==> config.mk <==
export PLATFORM = sky130hd
export DESIGN_NAME = safety_input_assembly_packer
export DESIGN_NICKNAME = d
export VERILOG_FILES = /design/src/hdl/assembly_pkg.sv /design/src/hdl/pin_filter.sv /design/src/hdl/safety_input_assembly_packer.sv
export SDC_FILE = /design/constraint.sdc
export NUM_CORES = 1
export LEC_CHECK = 0
export BUFFER_PORTS_ARGS = -buffer_cell sky130_fd_sc_hd__buf_2
export CAP_MARGIN = 0
export CORE_ASPECT_RATIO = 1.2
export CORE_MARGIN = 1
export CORE_UTILIZATION = 52
export CTS_CLUSTER_DIAMETER = 200
export DETAILED_ROUTE_END_ITERATION = 10
export PLACE_DENSITY = 0.77
export SLEW_MARGIN = 40
export SYNTH_ARGS = -nofsm -noshare
export SYNTH_HDL_FRONTEND = slang
export SYNTH_SLANG_ARGS = --single-unit
==> constraint.sdc <==
create_clock -name sys_clk -period 2.15 [get_ports sys_clk]
set_input_delay 0.43 -clock sys_clk [delete_from_list [all_inputs] [get_ports sys_clk]]
set_output_delay 0.43 -clock sys_clk [all_outputs]
set_load 0.05 [all_outputs]
==> src/hdl/assembly_pkg.sv <==
// Shared constants and types for the input assembly packer
package assembly_pkg;

  // ==========================================================================
  // Sizes
  localparam int NUM_IN = 12;
  localparam int NUM_OUT = 4;
  localparam int IMG_BYTES = 3;

  // ==========================================================================
  // Assembly instance numbers
  localparam logic [15:0] INST_VALUES = 16'h020C;
  localparam logic [15:0] INST_VALUES_HEALTH = 16'h021C;
  localparam logic [15:0] INST_VALUES_STAT = 16'h022C;
  localparam logic [15:0] INST_OUT_STAT = 16'h0243;
  localparam logic [15:0] INST_COMBINED = 16'h025C;

  // ==========================================================================
  // Image sizes in bytes
  localparam logic [1:0] LEN_NONE = 2'h0;
  localparam logic [1:0] LEN_ONE = 2'h1;
  localparam logic [1:0] LEN_TWO = 2'h2;
  localparam logic [1:0] LEN_THREE = 2'h3;

  // ==========================================================================
  // Field positions within the image
  localparam int POS_VALUES = 0;
  localparam int POS_STAT_LO = 12;
  localparam int POS_OUT_HEALTH = 14;
  localparam int POS_IN_HEALTH = 15;
  localparam int POS_STAT_HI = 16;
  localparam int POS_OUT_STAT = 0;

  // ==========================================================================
  // Reset values
  localparam logic [23:0] IMG_RESET = 24'h000000;

  // ==========================================================================
  // Types
  typedef enum {
    LAYOUT_NONE,
    LAYOUT_VALUES,
    LAYOUT_VALUES_HEALTH,
    LAYOUT_VALUES_STAT,
    LAYOUT_OUT_STAT,
    LAYOUT_COMBINED
  } layout_t;

  typedef struct packed {
    logic [23:0] bytes;
    logic [1:0] len;
    logic known;
  } image_t;

  typedef struct packed {
    logic [NUM_IN-1:0] inErr;
    logic [NUM_OUT-1:0] outErr;
  } health_t;

endpackage

==> src/hdl/pin_filter.sv <==
// Three-stage pin synchroniser with agreement filter
module pin_filter #(
  parameter int WIDTH = 12
) (
  input wire logic sys_clk,
  input wire logic rst_b,
  input wire logic [WIDTH-1:0] pinIn,
  output logic [WIDTH-1:0] level
);

  logic [WIDTH-1:0] stage1;
  logic [WIDTH-1:0] stage2;
  logic [WIDTH-1:0] stage3;

  // ==========================================================================
  // Synchroniser chain
  always_ff @(posedge sys_clk or negedge rst_b) begin
    if (!rst_b) begin
      stage1 <= '0;
      stage2 <= '0;
      stage3 <= '0;
    end else begin
      stage1 <= pinIn;
      stage2 <= stage1;
      stage3 <= stage2;
    end
  end

  // ==========================================================================
  // A change counts once stages two and three agree
  for (genvar i = 0; i < WIDTH; i++) begin : g_bit
    always_ff @(posedge sys_clk or negedge rst_b) begin
      if (!rst_b) begin
        level[i] <= 1'b0;
      end else if (stage2[i] == stage3[i]) begin
        level[i] <= stage3[i];
      end
    end
  end

endmodule

==> src/hdl/safety_input_assembly_packer.sv <==
// Packs safety input and health state into cyclic input assembly images
module safety_input_assembly_packer
  import assembly_pkg::*;
#(
  parameter int NIN = 12,
  parameter int NOUT = 4
) (
  input wire logic sys_clk,
  input wire logic rst_b,
  input wire logic [NIN-1:0] safetyInPin,
  input wire assembly_pkg::health_t health,
  input wire logic [15:0] instanceSel,
  input wire logic inputOnlyStrap,
  output assembly_pkg::image_t image,
  output logic allInputsHealthy,
  output logic allOutputsHealthy
);

  import assembly_pkg::*;

  logic [NIN-1:0] safetyInValue;
  logic inputOnly;
  logic strapTaken;
  logic [NIN-1:0] inErr;
  logic [NOUT-1:0] outErr;
  logic [15:0] instReg;
  logic next_inHealthy;
  logic next_outHealthy;
  logic [NOUT-1:0] next_outStat;
  logic [NIN-1:0] inStat;
  image_t next_image;

  // ==========================================================================
  // Instance decode
  function automatic layout_t decodeInstance(input logic [15:0] id);
    unique case (id)
      INST_VALUES: decodeInstance = LAYOUT_VALUES;
      INST_VALUES_HEALTH: decodeInstance = LAYOUT_VALUES_HEALTH;
      INST_VALUES_STAT: decodeInstance = LAYOUT_VALUES_STAT;
      INST_OUT_STAT: decodeInstance = LAYOUT_OUT_STAT;
      INST_COMBINED: decodeInstance = LAYOUT_COMBINED;
      default: decodeInstance = LAYOUT_NONE;
    endcase
  endfunction

  // ==========================================================================
  // Input pins
  pin_filter #(
    .WIDTH(NIN)
  ) u_pin_filter (
    .sys_clk(sys_clk),
    .rst_b(rst_b),
    .pinIn(safetyInPin),
    .level(safetyInValue)
  );

  // ==========================================================================
  // Variant strap caught after reset release
  always_ff @(posedge sys_clk or negedge rst_b) begin
    if (!rst_b) begin
      strapTaken <= 1'b0;
      inputOnly <= 1'b0;
    end else if (!strapTaken) begin
      strapTaken <= 1'b1;
      inputOnly <= inputOnlyStrap;
    end
  end

  // ==========================================================================
  // Request capture
  always_ff @(posedge sys_clk or negedge rst_b) begin
    if (!rst_b) begin
      inErr <= '0;
      outErr <= '0;
      instReg <= 16'h0000;
    end else begin
      inErr <= health.inErr;
      outErr <= health.outErr;
      instReg <= instanceSel;
    end
  end

  // ==========================================================================
  // Health flags
  always_comb begin
    inStat = ~inErr;
    next_inHealthy = ~|inErr;
    next_outHealthy = ~|outErr & ~inputOnly;
    next_outStat = inputOnly ? '0 : ~outErr;
  end

  // ==========================================================================
  // Image assembly; everything not written stays zero
  always_comb begin
    next_image = '0;
    next_image.known = 1'b1;
    unique case (decodeInstance(instReg))
      LAYOUT_VALUES: begin
        next_image.len = LEN_TWO;
        next_image.bytes[POS_VALUES +: NIN] = safetyInValue;
      end
      LAYOUT_VALUES_HEALTH: begin
        next_image.len = LEN_TWO;
        next_image.bytes[POS_VALUES +: NIN] = safetyInValue;
        next_image.bytes[POS_IN_HEALTH] = next_inHealthy;
      end
      LAYOUT_VALUES_STAT: begin
        next_image.len = LEN_THREE;
        next_image.bytes[POS_VALUES +: NIN] = safetyInValue;
        next_image.bytes[POS_STAT_LO +: 4] = inStat[3:0];
        next_image.bytes[POS_STAT_HI +: 8] = inStat[11:4];
      end
      LAYOUT_OUT_STAT: begin
        next_image.len = LEN_ONE;
        next_image.bytes[POS_OUT_STAT +: NOUT] = next_outStat;
      end
      LAYOUT_COMBINED: begin
        next_image.len = LEN_TWO;
        next_image.bytes[POS_VALUES +: NIN] = safetyInValue;
        next_image.bytes[POS_IN_HEALTH] = next_inHealthy;
        next_image.bytes[POS_OUT_HEALTH] = next_outHealthy;
      end
      LAYOUT_NONE: begin
        next_image.len = LEN_NONE;
        next_image.known = 1'b0;
      end
    endcase
  end

  // ==========================================================================
  // Output registers
  always_ff @(posedge sys_clk or negedge rst_b) begin
    if (!rst_b) begin
      image <= '{bytes: IMG_RESET, len: LEN_NONE, known: 1'b0};
    end else begin
      image <= next_image;
    end
  end

  always_ff @(posedge sys_clk or negedge rst_b) begin
    if (!rst_b) begin
      allInputsHealthy <= 1'b0;
      allOutputsHealthy <= 1'b0;
    end else begin
      allInputsHealthy <= next_inHealthy;
      allOutputsHealthy <= next_outHealthy;
    end
  end
endmodule

==> run summary <==
final setup TNS -> 0 ns
die width -> 75.66 um
number of pins exceeding their max-slew limit in the final report -> 0
Max transition margin -> 65.20%
total half-perimeter wirelength after legalization and detailed placement -> 3786 um
count of warnings emitted by yosys -> 0
root buffer cell -> clkbuf_8
number of enable-type register cells in the synthesized netlist -> 0
fraction of final layout cells sized beyond drive strength 1 -> 37.28%
Pint -> 2.663 mW
kind of capture point of the worst setup path -> flop
I/O pin count -> 76
clock network fraction of design power -> 30.6%
ratio of total power to cell area -> 830.8 nW/um^2
Post-Synthesis Net Count -> 240
antenna diode count -> 0
required time of the critical path -> 2.43 ns
TritonCTS clock tree -> built
count of buffers inserted at the top-level ports -> 75
TritonCTS buffer count -> 9
kind of path behind the tightest hold check -> in2reg
Final period util -> 94.71%
vertical die dimension -> 90.39 um
asr flop ratio synth -> 100.0%
post-placement setup slack -> 0.006121 ns
remaining global-route overflow -> 0
critical path fanouts, max -> 11
synthesized flop and latch total -> 111
total global routing track utilization -> 17.90%
fill count -> 437
area overhead of the layout relative to synthesis -> 21.43%
CTS H-tree lvls -> 3
count of max-cap constraint violations -> 0
Post-CTS Setup Repair Bufs -> 0
WL per Instance -> 14.53 um
switching pwr -> 0.7529 mW
per-cell via count in the routed design -> 4.873
run status -> finished clean
Worst-path clk slew -> 0.09 ns
share of total power in combinational logic -> 4.2%
average size of a mapped cell -> 17.54 um^2
site row count -> 31
maximum number of buffers from clock root to sink -> 2
portion of the post-synthesis area used by sequential elements -> 82.04%
synth unique cells -> 35
via total after detailed routing -> 1,798
initial antenna violation count -> 0
global-route wire length before repair -> 8652 um
iteration count of the initial detailed-routing pass -> 3
final clock skew -> 0.008915 ns
Post-DRT Antenna Nets -> 0
initial cell density of the core -> 54.90%
Die Area -> 6839 um^2
critical path class -> reg2reg
static power due to leakage -> 2.078 nW
sort of element at the start of the critical path -> flop
worst setup margin -> 0.1137 ns
maximum ir drop on the vdd rail -> 538.9 uV
switch share -> 22.04%
Final Net Count -> 329
pin count of the biggest net entering global routing -> 67
final setup violation count -> 0
arrival time at the worst endpoint -> 2.32 ns
number of global-route vias before repair -> 1,843
Hold Violations, Final -> 0
cells after synthesis -> 193
gp weighted congestion -> 0.7647
transition time at the pin with the least slew margin -> 0.5220 ns
DRC violations left -> 0
TritonCTS sink count -> 111
core area -> 6167 um^2
violation count after the first detailed-route iteration -> 87
clock latency of the later-clocked register in the worst-skew pair -> 0.36 ns
Highest Clock Rate -> 0.4911 GHz
Design Power -> 3.416 mW
netlist area before placement -> 3386 um^2
sequential fraction of design power -> 65.2%
top_reg_cell synth -> dfrtp_1
Post-Route WL -> 5361 um
Period minus WS final -> 2.036 ns
-- worst paths after layout --
check | from | to | slack (ns) | cells after the start
setup / recovery | instReg[7] | image[15] | 0.11 | 5
hold / removal | safetyInPin[8] | u_pin_filter.stage1[8] | 0.17 | 1
setup reg to reg | instReg[7] | image[15] | 0.11 | 5
hold reg to reg | u_pin_filter.stage1[9] | u_pin_filter.stage2[9] | 0.35 | 0
max in group asynchronous | rst_b | inErr[11] | 1.18 | 3
min in group asynchronous | rst_b | u_pin_filter.stage1[6] | 0.42 | 2
-- critical path: stages, from the launching register on --
cell	delay, ns
dfrtp_1	0.42
nor3_4	0.26
nand3_1	0.27
o41ai_4	0.57
nand2_2	0.26
nor2_1	0.18
-- metal layers --
metal | vias up | track usage [%] | wire [um]
met5 | - | 0 | 0
li1 | 832 | - | -
met4 | 0 | 11.11 | 143
met2 | 47 | 27.60 | 2758
met3 | 12 | 4.129 | 225
met1 | 907 | 22.47 | 2234
-- cell usage after synthesis, types with 2 or more instances --
library cell,number,share of area (%)
buf_2,2,0.30
dfrtp_1,111,82
a21oi_1,3,0.44
maj3_1,12,3.5
nor4b_1,2,0.52
nor2_1,12,1.3
nand3_1,2,0.30
nand2_1,10,1.1
nor4_1,4,0.74
o22ai_1,3,0.55
and3b_1,8,2.1
-- stage by stage --
stage          std cells  hold slack [ns]  instance area [um^2]  utilization (%)
3_5_place_dp         352           0.2647                  3915            63.48
5_1_grt              369           0.1373                  4111            66.67
4_1_cts              369           0.1458                  4093            66.36
3_3_place_gp         352           0.2617                  3915            63.48
6_report             369           0.1662                  4111            66.67
2_1_floorplan        193           0.1344                  3386                -
-- power by group through the flow --
stage                     Clock, mW  Combinational [mW]  Sequential (mW)
after floorplan                   0              0.0392             2.26
after global placement            0               0.140             2.26
after detailed placement          0               0.146             2.27
after CTS                      1.08               0.148             2.23
after global routing           1.17               0.164             2.24
final                          1.05               0.144             2.23
-- cell families after synthesis --
group | synth area share (%)
compound gates | 3.252
xor+xnor | 0.2587
fa+ha+maj | 3.548
buf+inv | 0.5172
flops | 82.04
mux | 0.6282
other cells | 0.1108
simple gates | 9.646
-- flip-flops by register name, summed over array words and instances (netlist names) --
name / count
image: 27
instReg: 16
inErr: 12
u_pin_filter.level: 12
u_pin_filter.stage1: 12
u_pin_filter.stage2: 12
u_pin_filter.stage3: 12
outErr: 4
allInputsHealthy: 1
allOutputsHealthy: 1
inputOnly: 1
strapTaken: 1
-- area by class of cell --
| type | instances | area (um^2) | area share, % |
|---|---|---|---|
| Timing Repair Buffer | 81 | 450.4 | 10.96 |
| Clock inverter | 6 | 37.54 | 0.9130 |
| Tap cell | 82 | 102.6 | 2.495 |
| Clock buffer | 10 | 127.6 | 3.104 |
| Multi-Input combinational cell | 78 | 611.8 | 14.88 |
| Inverter | 1 | 3.754 | 0.09130 |
| Sequential cell | 111 | 2778 | 67.56 |
-- cell usage in the layout, fill, tap and decap left out, types with 4 or more instances in the layout --
master and count:
and3b_1 8, buf_2 74, buf_4 4, clkbuf_8 9
clkinv_2 4, dfrtp_1 111, maj3_1 12, nand2_1 9
nor2_1 12
-- repair_timing --
item	4_1_cts	5_1_grt
resized for setup	1	2
gates cloned	0	0
endpoints found under the hold margin	6	0
pin swaps	0	0
hold buffers	1	0
endpoints found under the setup margin	3	12
No activity file was read; power rests on OpenSTA's default activity.
